### src/shared/acmp_pkg.sv
/*
 * acmp_pkg: register map, field positions, reset values and encodings for the
 * analog comparator event and control block.
 * Assumes a 32-bit Avalon-MM slave with word addressing by byte offset.
 */
package acmp_pkg;

    // ==========================================================
    // register byte offsets
    localparam logic [4:0] ACMP_OFF_CTRL1     = 5'h00;
    localparam logic [4:0] ACMP_OFF_CTRL2     = 5'h04;
    localparam logic [4:0] ACMP_OFF_CTRL3     = 5'h08;
    localparam logic [4:0] ACMP_OFF_STATUS    = 5'h0c;
    localparam logic [4:0] ACMP_OFF_IRQ_STAT  = 5'h10;
    localparam logic [4:0] ACMP_OFF_IRQ_MASK  = 5'h14;

    // ==========================================================
    // control register field positions
    localparam int ACMP_B_ON      = 15;
    localparam int ACMP_B_PIN     = 14;
    localparam int ACMP_B_INV     = 13;
    localparam int ACMP_B_LP      = 12;
    localparam int ACMP_B_EVT     = 9;
    localparam int ACMP_B_RES     = 8;
    localparam int ACMP_B_EDGE_LO = 6;
    localparam int ACMP_B_NINV_LO = 3;
    localparam int ACMP_B_INVS_LO = 0;

    // writable bits of a control register (bits 11,10,8,5,2 not stored)
    localparam logic [15:0] ACMP_CTRL_WMASK = 16'hf2db;
    localparam logic [15:0] ACMP_CTRL_RESET = 16'h0000;

    // ==========================================================
    // status register field positions
    localparam int ACMP_B_IDLE     = 15;
    localparam int ACMP_B_EVT_MIR  = 8;
    localparam int ACMP_B_RES_MIR  = 0;

    // ==========================================================
    // event edge select encodings
    localparam logic [1:0] ACMP_EDGE_OFF  = 2'h0;
    localparam logic [1:0] ACMP_EDGE_RISE = 2'h1;
    localparam logic [1:0] ACMP_EDGE_FALL = 2'h2;
    localparam logic [1:0] ACMP_EDGE_ANY  = 2'h3;

    // non-inverting input select encodings
    localparam logic [1:0] ACMP_NINV_PIN_A = 2'h0;
    localparam logic [1:0] ACMP_NINV_VREF  = 2'h1;
    localparam logic [1:0] ACMP_NINV_CONV1 = 2'h2;
    localparam logic [1:0] ACMP_NINV_CONV2 = 2'h3;

    // inverting input select encodings
    localparam logic [1:0] ACMP_INVS_PIN_B = 2'h0;
    localparam logic [1:0] ACMP_INVS_PIN_C = 2'h1;
    localparam logic [1:0] ACMP_INVS_PIN_D = 2'h2;
    localparam logic [1:0] ACMP_INVS_BGBUF = 2'h3;

    // bus slave states
    typedef enum logic [0:0] {ACMP_BUS_IDLE, ACMP_BUS_ACK} acmp_bus_state_type;

endpackage

### src/core/acmp_ctrl.sv
/*
 * acmp_ctrl: digital control, event detection and status for up to three
 * analog comparators, with an Avalon-MM register slave and a level interrupt.
 * Assumes the analog comparator cores sit outside: each delivers a raw result
 * and accepts enable, low-power and input-select levels from this block.
 */
`timescale 1ns/1ns
module acmp_ctrl
    import acmp_pkg::*;
#(
    parameter int NUM_COMP = 3    // 1 to 3 comparators
)
(
    // clock and reset
    input  wire logic                  ref_clk_in,
    input  wire logic                  srst_in,
    // avalon-mm slave
    input  wire logic [4:0]            avs_address_in,
    input  wire logic                  avs_read_in,
    input  wire logic                  avs_write_in,
    input  wire logic [31:0]           avs_writedata_in,
    input  wire logic [3:0]            avs_byteenable_in,
    output logic      [31:0]           avs_readdata_out,
    output logic                       avs_waitrequest_out,
    // device power state
    input  wire logic                  cpu_idle_in,
    // analog comparator cores
    input  wire logic [NUM_COMP-1:0]   comp_raw_in,
    output logic      [NUM_COMP-1:0]   comp_on_out,
    output logic      [NUM_COMP-1:0]   comp_low_power_out,
    output logic      [2*NUM_COMP-1:0] noninv_input_select_out,
    output logic      [2*NUM_COMP-1:0] inv_input_select_out,
    output logic      [NUM_COMP-1:0]   comp_invert_out,
    output logic      [NUM_COMP-1:0]   comp_pin_drive_en_out,
    // event triggers to other peripherals and interrupt
    output logic      [NUM_COMP-1:0]   comp_trigger_out,
    output logic                       irq_out
);

    // ==========================================================
    // shared signals
    logic [15:0]         ctrl_reg [NUM_COMP];
    logic [NUM_COMP-1:0] evt_flag;
    logic [NUM_COMP-1:0] res_sync1;
    logic [NUM_COMP-1:0] res_sync2;
    logic [NUM_COMP-1:0] res_pol;
    logic [NUM_COMP-1:0] res_prev;
    logic [NUM_COMP-1:0] armed_first;
    logic [NUM_COMP-1:0] evt_hit;
    logic                idle_irq_block;
    logic [NUM_COMP-1:0] irq_stat;
    logic [NUM_COMP-1:0] irq_mask;
    acmp_bus_state_type  bus_state;
    logic                wr_take;
    logic                rd_take;
    logic [15:0]         wdata16;

    // a write lands at the edge where waitrequest is seen low; read data is
    // captured one edge earlier so that it already stands at that edge
    assign wr_take = (bus_state == ACMP_BUS_ACK) && avs_write_in;
    assign rd_take = (bus_state == ACMP_BUS_IDLE) && avs_read_in;
    // only the low halfword is meaningful; control writes need both low lanes enabled
    assign wdata16 = avs_writedata_in[15:0];

    // ==========================================================
    // bus handshake: one wait cycle then ack
    always_ff @(posedge ref_clk_in)
    begin
        if (srst_in)
        begin
            bus_state           <= ACMP_BUS_IDLE;
            avs_waitrequest_out <= 1'b1;
        end
        else
        begin
            case (bus_state)
                ACMP_BUS_IDLE:
                begin
                    if (avs_read_in || avs_write_in)
                    begin
                        bus_state           <= ACMP_BUS_ACK;
                        avs_waitrequest_out <= 1'b0;
                    end
                end
                ACMP_BUS_ACK:
                begin
                    bus_state           <= ACMP_BUS_IDLE;
                    avs_waitrequest_out <= 1'b1;
                end
                default:
                begin
                    bus_state           <= ACMP_BUS_IDLE;
                    avs_waitrequest_out <= 1'b1;
                end
            endcase
        end
    end

    // ==========================================================
    // per-comparator logic
    genvar gi;
    generate
        for (gi = 0; gi < NUM_COMP; gi++)
        begin : g_comp
            logic [4:0] my_off;
            logic       my_wr;
            logic [1:0] edge_sel;
            assign my_off   = ACMP_OFF_CTRL1 + 5'(4 * gi);
            assign my_wr    = wr_take && (avs_address_in == my_off) && (avs_byteenable_in[1:0] == 2'h3);
            assign edge_sel = ctrl_reg[gi][ACMP_B_EDGE_LO +: 2];

            // control bits stored; reserved, result and flag bits never stored
            always_ff @(posedge ref_clk_in)
            begin
                if (srst_in)
                    ctrl_reg[gi] <= ACMP_CTRL_RESET;
                else if (my_wr)
                    ctrl_reg[gi] <= wdata16 & ACMP_CTRL_WMASK & ~(16'h0001 << ACMP_B_EVT);
            end

            // two-flop synchroniser ahead of edge detection
            always_ff @(posedge ref_clk_in)
            begin
                if (srst_in)
                begin
                    res_sync1[gi] <= 1'b0;
                    res_sync2[gi] <= 1'b0;
                end
                else
                begin
                    res_sync1[gi] <= comp_raw_in[gi];
                    res_sync2[gi] <= res_sync1[gi];
                end
            end

            // polarity applied before use; off comparator reads zero
            assign res_pol[gi] = ctrl_reg[gi][ACMP_B_ON] & (res_sync2[gi] ^ ctrl_reg[gi][ACMP_B_INV]);

            // edge decode; first event after arming takes any transition
            always_comb
            begin
                evt_hit[gi] = 1'b0;
                if (res_pol[gi] != res_prev[gi])
                begin
                    if (armed_first[gi])
                        evt_hit[gi] = 1'b1;
                    else
                    begin
                        case (edge_sel)
                            ACMP_EDGE_RISE: evt_hit[gi] = res_pol[gi];
                            ACMP_EDGE_FALL: evt_hit[gi] = ~res_pol[gi];
                            ACMP_EDGE_ANY:  evt_hit[gi] = 1'b1;
                            default:        evt_hit[gi] = 1'b0;
                        endcase
                    end
                end
                if (edge_sel == ACMP_EDGE_OFF)
                    evt_hit[gi] = 1'b0;
            end

            // previous result and first-event arming
            always_ff @(posedge ref_clk_in)
            begin
                if (srst_in)
                begin
                    res_prev[gi]    <= 1'b0;
                    armed_first[gi] <= 1'b1;
                end
                else
                begin
                    res_prev[gi] <= res_pol[gi];
                    if (edge_sel == ACMP_EDGE_OFF)
                        armed_first[gi] <= 1'b1;
                    else if (evt_hit[gi] && !evt_flag[gi])
                        armed_first[gi] <= 1'b0;
                end
            end

            // sticky event flag: set wins over a software clear
            always_ff @(posedge ref_clk_in)
            begin
                if (srst_in)
                    evt_flag[gi] <= 1'b0;
                else if (evt_hit[gi])
                    evt_flag[gi] <= 1'b1;
                else if (my_wr && !wdata16[ACMP_B_EVT])
                    evt_flag[gi] <= 1'b0;
            end

            // trigger pulse only while the flag is clear
            always_ff @(posedge ref_clk_in)
            begin
                if (srst_in)
                    comp_trigger_out[gi] <= 1'b0;
                else
                    comp_trigger_out[gi] <= evt_hit[gi] && !evt_flag[gi];
            end

            // interrupt status: sticky, write one to clear, set wins
            always_ff @(posedge ref_clk_in)
            begin
                if (srst_in)
                    irq_stat[gi] <= 1'b0;
                else if (evt_hit[gi] && !evt_flag[gi])
                    irq_stat[gi] <= 1'b1;
                else if (wr_take && avs_address_in == ACMP_OFF_IRQ_STAT && avs_writedata_in[gi])
                    irq_stat[gi] <= 1'b0;
            end

            // analog core controls, registered
            always_ff @(posedge ref_clk_in)
            begin
                if (srst_in)
                begin
                    comp_on_out[gi]                  <= 1'b0;
                    comp_low_power_out[gi]           <= 1'b0;
                    comp_invert_out[gi]              <= 1'b0;
                    comp_pin_drive_en_out[gi]        <= 1'b0;
                    noninv_input_select_out[2*gi +: 2] <= ACMP_NINV_PIN_A;
                    inv_input_select_out[2*gi +: 2]    <= ACMP_INVS_PIN_B;
                end
                else
                begin
                    comp_on_out[gi]                  <= ctrl_reg[gi][ACMP_B_ON];
                    comp_low_power_out[gi]           <= ctrl_reg[gi][ACMP_B_LP];
                    comp_invert_out[gi]              <= ctrl_reg[gi][ACMP_B_INV];
                    // the pad muxes the raw result; no synchroniser in that path
                    comp_pin_drive_en_out[gi]        <= ctrl_reg[gi][ACMP_B_PIN];
                    noninv_input_select_out[2*gi +: 2] <= ctrl_reg[gi][ACMP_B_NINV_LO +: 2];
                    inv_input_select_out[2*gi +: 2]    <= ctrl_reg[gi][ACMP_B_INVS_LO +: 2];
                end
            end

            // flag follows hit by one edge, and no hit arises while the edge select is off
            AST_EVT_SET: assert property (@(posedge ref_clk_in) disable iff (srst_in)
                evt_hit[gi] |=> evt_flag[gi]) else $error("event flag not set after hit");
            AST_TRIG_MUTE: assert property (@(posedge ref_clk_in) disable iff (srst_in)
                $past(evt_flag[gi]) && evt_flag[gi] |=> !comp_trigger_out[gi])
                else $error("trigger while event flag set");
            AST_EDGE_OFF: assert property (@(posedge ref_clk_in) disable iff (srst_in)
                edge_sel == ACMP_EDGE_OFF |-> !evt_hit[gi]) else $error("event with edge disabled");
            AST_RISE_ONLY: assert property (@(posedge ref_clk_in) disable iff (srst_in)
                edge_sel == ACMP_EDGE_RISE && !armed_first[gi] && evt_hit[gi] |-> res_pol[gi] && !res_prev[gi])
                else $error("rising event on wrong edge");
            AST_FIRST_ANY: assert property (@(posedge ref_clk_in) disable iff (srst_in)
                edge_sel != ACMP_EDGE_OFF && armed_first[gi] && res_pol[gi] != res_prev[gi] |-> evt_hit[gi])
                else $error("first transition missed");
            AST_SYNC_PATH: assert property (@(posedge ref_clk_in) disable iff (srst_in)
                ##2 ctrl_reg[gi][ACMP_B_ON] && !ctrl_reg[gi][ACMP_B_INV] && $stable(ctrl_reg[gi])
                |-> res_pol[gi] == $past(comp_raw_in[gi], 2)) else $error("result path latency wrong");
            AST_CTRL_OUT: assert property (@(posedge ref_clk_in) disable iff (srst_in)
                ##1 1'b1 |-> comp_on_out[gi] == $past(ctrl_reg[gi][ACMP_B_ON])
                && comp_pin_drive_en_out[gi] == $past(ctrl_reg[gi][ACMP_B_PIN]))
                else $error("core control outputs do not follow register");
        end
    endgenerate

    // ==========================================================
    // idle-mode interrupt block bit, kept in the status register
    always_ff @(posedge ref_clk_in)
    begin
        if (srst_in)
            idle_irq_block <= 1'b0;
        else if (wr_take && avs_address_in == ACMP_OFF_STATUS && avs_byteenable_in[1])
            idle_irq_block <= wdata16[ACMP_B_IDLE];
    end

    // interrupt mask register
    always_ff @(posedge ref_clk_in)
    begin
        if (srst_in)
            irq_mask <= '0;
        else if (wr_take && avs_address_in == ACMP_OFF_IRQ_MASK && avs_byteenable_in[0])
            irq_mask <= avs_writedata_in[NUM_COMP-1:0];
    end

    // level interrupt; idle with the block bit set holds it low
    always_ff @(posedge ref_clk_in)
    begin
        if (srst_in)
            irq_out <= 1'b0;
        else
            irq_out <= (|(irq_stat & irq_mask)) && !(idle_irq_block && cpu_idle_in);
    end

    AST_IDLE_BLOCK: assert property (@(posedge ref_clk_in) disable iff (srst_in)
        idle_irq_block && cpu_idle_in |=> !irq_out) else $error("interrupt during blocked idle");

    // ==========================================================
    // read data mux; unmapped words and reserved bits read zero
    always_ff @(posedge ref_clk_in)
    begin
        if (srst_in)
            avs_readdata_out <= 32'h0000_0000;
        else if (rd_take)
        begin
            avs_readdata_out <= 32'h0000_0000;
            for (int i = 0; i < NUM_COMP; i++)
            begin
                if (avs_address_in == ACMP_OFF_CTRL1 + 5'(4 * i))
                begin
                    avs_readdata_out[15:0]        <= ctrl_reg[i];
                    avs_readdata_out[ACMP_B_EVT]  <= evt_flag[i];
                    avs_readdata_out[ACMP_B_RES]  <= res_pol[i];
                end
            end
            if (avs_address_in == ACMP_OFF_STATUS)
            begin
                avs_readdata_out[ACMP_B_IDLE] <= idle_irq_block;
                avs_readdata_out[ACMP_B_EVT_MIR +: NUM_COMP] <= evt_flag;
                avs_readdata_out[ACMP_B_RES_MIR +: NUM_COMP] <= res_pol;
            end
            if (avs_address_in == ACMP_OFF_IRQ_STAT)
                avs_readdata_out[NUM_COMP-1:0] <= irq_stat;
            if (avs_address_in == ACMP_OFF_IRQ_MASK)
                avs_readdata_out[NUM_COMP-1:0] <= irq_mask;
        end
    end

endmodule // acmp_ctrl

### config.mk
export PLATFORM = sky130hd
export DESIGN_NAME = acmp_ctrl
export DESIGN_NICKNAME = d
export VERILOG_FILES = /design/src/shared/acmp_pkg.sv /design/src/core/acmp_ctrl.sv
export SDC_FILE = /design/constraint.sdc
export NUM_CORES = 1
export LEC_CHECK = 0
export BUFFER_PORTS_ARGS = -buffer_cell sky130_fd_sc_hd__buf_4
export CELL_PAD_IN_SITES_DETAIL_PLACEMENT = 0
export CELL_PAD_IN_SITES_GLOBAL_PLACEMENT = 1
export CORE_MARGIN = 1
export CORE_UTILIZATION = 40
export CTS_CLUSTER_DIAMETER = 30
export DETAILED_ROUTE_END_ITERATION = 7
export HOLD_SLACK_MARGIN = 0.1
export PLACE_DENSITY = 0.77
export SYNTH_ARGS = -nofsm -noshare
export SYNTH_HDL_FRONTEND = slang
export SYNTH_SLANG_ARGS = --single-unit
### constraint.sdc
create_clock -name ref_clk_in -period 2.4 [get_ports ref_clk_in]
set_input_delay 0.36 -clock ref_clk_in [delete_from_list [all_inputs] [get_ports ref_clk_in]]
set_output_delay 0.36 -clock ref_clk_in [all_outputs]
set_load 0.005 [all_outputs]
Word-level counts from Yosys, hierarchy flattened
Memories as Yosys holds them, arrays and structs flattened.
Index checks and enable logic that the tools add are counted.
{ "word_totals": {"reg_bits": 68, "ram_bits": 30, "elab_cells": 173, "mem_count": 1} }
{ "mem_list": {"columns": ["name", "depth", "word_bits", "read_ports", "rd_clocked_by_memory_dff", "wr", "line_no", "source"], "rows": [
  ["ctrl_reg", 3, 10, 3, 0, 3, "acmp_ctrl.sv:42", "logic [15:0] ctrl_reg [NUM_COMP];"]
]} }
{ "op_classes": {"eq_ne": 19, "mux": 50, "bitwise": 14, "reduce_logical": 44} }
{ "ops": {"columns": ["op", "count"], "rows": [
  ["2-to-1 mux 16 bit", 3],
  ["2-to-1 mux 1 bit", 35],
  ["2-to-1 mux 10 bit", 3],
  ["logical AND 1 bit", 24],
  ["equality test 2 bit (second input constant)", 7],
  ["2-to-1 mux 3 bit", 4],
  ["nonzero test 2 bit", 6],
  ["equality test 5 x 4 -> 1 bit (second input constant)", 2],
  ["equality test 5 bit (second input constant)", 2],
  ["one-hot mux 1 bit (3 select lines)", 3],
  ["equality test 2 x 1 -> 1 bit (second input constant)", 3],
  ["zero test 2 bit", 3],
  ["OR reduction 2 bit", 3],
  ["equality test 5 x 3 -> 1 bit (second input constant)", 1],
  ["zero test 1 bit", 5],
  ["zero test 5 bit", 1],
  ["inverter 1 bit", 4],
  ["one-hot mux 1 bit (2 select lines)", 2],
  ["AND 1 bit", 3],
  ["AND 3 bit", 1],
  ["!= test 1 bit", 3],
  ["bitwise OR 1 bit", 3],
  ["OR reduction 3 bit", 1],
  ["bitwise XOR 1 bit", 3],
  ["other kinds (2)", 2]
]} }

Logic depth before layout (Yosys ltp)
An unclocked memory read counts as a cell.
{ "logic_depth": {"ltp_word": 10, "depth_mapped": 6, "depth_no_buf": 4} }

Worst setup path before layout
OpenSTA, ideal clock, no wires.
{ "synth_timing": {"path_type": "input to register", "from": "input avs_address_in[4]", "to": "memory ctrl_reg[0][0] in the netlist's numbering (enable)", "setup_time_ns": 0.379, "arrival_ns": 1.833, "t_required_ns": 2.021, "setup_slack_ns": 0.188, "stages": 5, "n_path_buf": 2, "path_cell_list": "buf_6 or3_1 buf_6 or3_4 o21bai_1"} }
{ "synth_lines": {"columns": ["item", "line_no", "source"], "rows": [
  ["start, declared", "acmp_ctrl.sv:18", "input wire logic [4:0] avs_address_in,"],
  ["end, declared", "acmp_ctrl.sv:42", null]
]} }

==> impl_metrics.py <==
metrics = {
    "outcome": {
        "status": "complete, no violations",
    },
    "setup_path": {
        "r2r-end": "avs_readdata_out[8]",
        "slowest_stage": "edfxtp_1",
        "reg2reg_slack_ps": 670,
        "start_kind": "flop",
        "slowest_delay_ps": 510,
        "critPathKind": "flop to flop",
        "crit_path_cell_trace": "xnor2_1, or4_1, a31o_1, a311oi_1",
        "r2r_start": "ctrl_reg[1][7]",
        "worstPathMaxFanout": 4,
        "r2r_cells": 4,
        "crit_required_ps": 2660,
        "crit_path_end_kind": "flop",
        "cp.arrival_ps": 1990,
    },
    "clocking": {
        "cts_max_level": 3,
        "cts_buffer_depth": 2,
        "cts_resized": 0,
        "cts_hold_buf": 0,
        "postCtsSetupBuffers": 0,
        "cts_root_buf": "clkbuf_8",
        "cts_made_buffers": 9,
        "clk_latency_ps": 350,
        "cts_tree": "yes",
        "path_clk_slew_ps": 90,
        "cts.sinks": 96,
    },
    "global_route": {
        "use_met2": 0.270,
        "overflow": 0,
        "grt.met3_usage": 0.0291,
        "grt_antenna_before_repair": 0,
        "grt_max_degree": 43,
        "grt_pass1_vias": 2572,
        "busiest_layer": "met2",
        "use_met1": 0.249,
        "grt_pass1_wl_mm": 13.3,
        "grt_use_total": 0.174,
    },
    "die": {
        "initial_core_util": 0.418,
        "die_w_um": 101,
        "die_area_mm2": 0.0102,
        "die_h_um": 101,
        "rows": 35,
        "io_pins": 110,
        "core_area_mm2": 0.00933,
    },
    "sta": {
        "final-max-slew-violation-count": 0,
        "tns_ps": 0,
        "setup_viol": 0,
        "period_needed_ps": 1730,
        "rsz0062_at_grt": "no",
        "clock.fmax_mhz": 578,
        "worst_slew_pin_slew_ps": 511,
        "max_slew_margin": 0.659,
        "period_share": 0.721,
        "fin_skew_ps": 12.8,
        "finalHoldViolCount": 0,
        "worst_slack_ps": 669,
    },
    "yosys": {
        "yosys.cell_types.count": 50,
        "syn_avg_cell_area_um2": 10.8,
        "synth_edf_count": 30,
        "synth.most_common_cell": "dfxtp_1",
        "synth_top_cells_by_count": "dfxtp_1, nor2_1, nor2b_1",
        "yosys-top-cells-area": "dfxtp_1, edfxtp_1, nor2b_1",
        "yosys.area.top_type_share": 0.339,
        "synth_ff_type": "dfxtp_1",
        "ys_warn_count": 0,
        "ys_ff_latch": 96,
        "seq_area_frac_synth": 0.570,
        "syn-cell-area_mm2": 0.00390,
        "synth_top_area_cell": "dfxtp_1",
        "synthCells": 360,
        "async_reset_ff_frac": 0,
    },
    "placed_design": {
        "place.gp.congestion": 0.834,
        "placed_cell_area_mm2": 0.00449,
        "portBuffers": 69,
        "place_ws_ps": 414,
        "detailed_place_hpwl_mm": 6.39,
    },
    "finish": {
        "fin_util": 0.506,
        "final-seq-area_mm2": 0.00222,
        "syn_to_final_growth_pct": 20.9,
        "multi_input_area_mm2": 0.00150,
        "layout-drive-gt1-share": 0.234,
        "diodes": 0,
        "largest_reg_flops": 30,
        "design_area_mm2": 0.00472,
        "nFillCells": 855,
        "final_nets": 479,
    },
    "job": {
        "drv_cap": 0,
    },
    "detailed_routing": {
        "wl_per_cell_um": 14.8,
        "dr.first_iter.drc_count": 137,
        "drtPass1Iterations": 4,
        "wl_mm": 8.37,
        "via_count": 2778,
        "drc": 0,
        "via_per_inst": 4.93,
        "antenna_left": 0,
    },
    "min_path": {
        "hold_depth": 2,
        "min_from": "cpu_idle_in",
        "min_to": "irq_out",
        "hp-class": "input pin to flop",
    },
    "pwr": {
        "worst_ir_drop_vdd_mv": 0.258,
        "power_density_mw_per_mm2": 680,
        "power.leakage_nw": 1.90,
    },
}
-- metrics by stage --
stage | total power, mW | std cells | hold WS [ps]
floorplan | 1.95 | 377 | 414
finish | 3.21 | 564 | 197
global route | 3.34 | 564 | 183
global placement | 2.06 | 548 | 420
detailed placement | 2.06 | 548 | 429
CTS | 3.24 | 564 | 182
-- logic make-up after synthesis --
kind of cell / Yosys count / share of synthesized area
multiplexers: 8 / 0.0237
flip-flops: 96 / 0.570
buffers and inverters: 43 / 0.0635
AO/OA/AOI/OAI: 68 / 0.124
other: 1 / 0.000961
XOR/XNOR: 4 / 0.00898
AND/OR/NAND/NOR: 140 / 0.209
-- worst max-delay path by stage --
stage                     endpoint              start  depth (start not counted)  slack [ps]
5_1_grt        avs_readdata_out[8]     ctrl_reg[1][7]                          4         580
4_1_cts        avs_readdata_out[8]     ctrl_reg[1][7]                          4         680
2_1_floorplan       ctrl_reg[0][0]  avs_address_in[4]                          5         190
3_5_place_dp        ctrl_reg[1][6]  avs_address_in[2]                          5         410
6_report       avs_readdata_out[8]     ctrl_reg[1][7]                          4         670
3_3_place_gp        ctrl_reg[1][8]  avs_address_in[2]                          5         470
-- layer usage --
| layer | up-vias | wire length [µm] |
|---|---|---|
| met5 | - | 0 |
| met3 | 8 | 367 |
| met2 | 73 | 3880 |
| met1 | 1312 | 4020 |
| li1 | 1385 | - |
| met4 | 0 | 101 |
-- power by group --
part	total [mW]	leakage, nW	internal, mW	switching [mW]
registers	1.77	0.852	1.73	0.0397
logic	0.254	0.929	0.118	0.136
clock network	1.19	0.117	0.656	0.531
total	3.21	1.90	2.50	0.707
-- layout make-up --
type / count / share of cell area
clock buffer: 12 / 0.0331
tap: 129 / 0.0342
timing repair buffer: 77 / 0.123
clock inverter: 4 / 0.0159
multi-input combinational: 238 / 0.317
inverter: 8 / 0.00636
sequential: 96 / 0.471
-- cells in the final DEF, fill, tap and decap left out, types with 2 or more instances in the layout --
cell	instances
conb_1	18
nand2_1	10
clkbuf_8	9
and4_1	2
nor4_1	7
nor2b_1	32
buf_4	77
o21bai_1	6
o21ai_0	6
inv_1	7
nand2b_1	2
dfxtp_1	66
a211o_1	3
xor2_1	3
a21oi_1	14
clkbuf_1	2
mux2i_1	7
nand4_1	4
a2bb2oi_1	4
a311oi_1	5
bufinv_16	2
nor2_1	32
o221ai_1	2
nand3_1	6
a21o_1	2
a211oi_1	8
a22oi_1	9
nor3_4	3
and3_1	4
and2_1	27
o22ai_1	2
nor3_2	2
edfxtp_1	30
nor3_1	4
-- worst max-delay path: cells and delay by family (launching register included) --
family	cells	cell delay, ps
xor+xnor	1	200
simple gates	1	450
flops	1	510
compound gates	2	490
(Power assumes the default switching activity.)
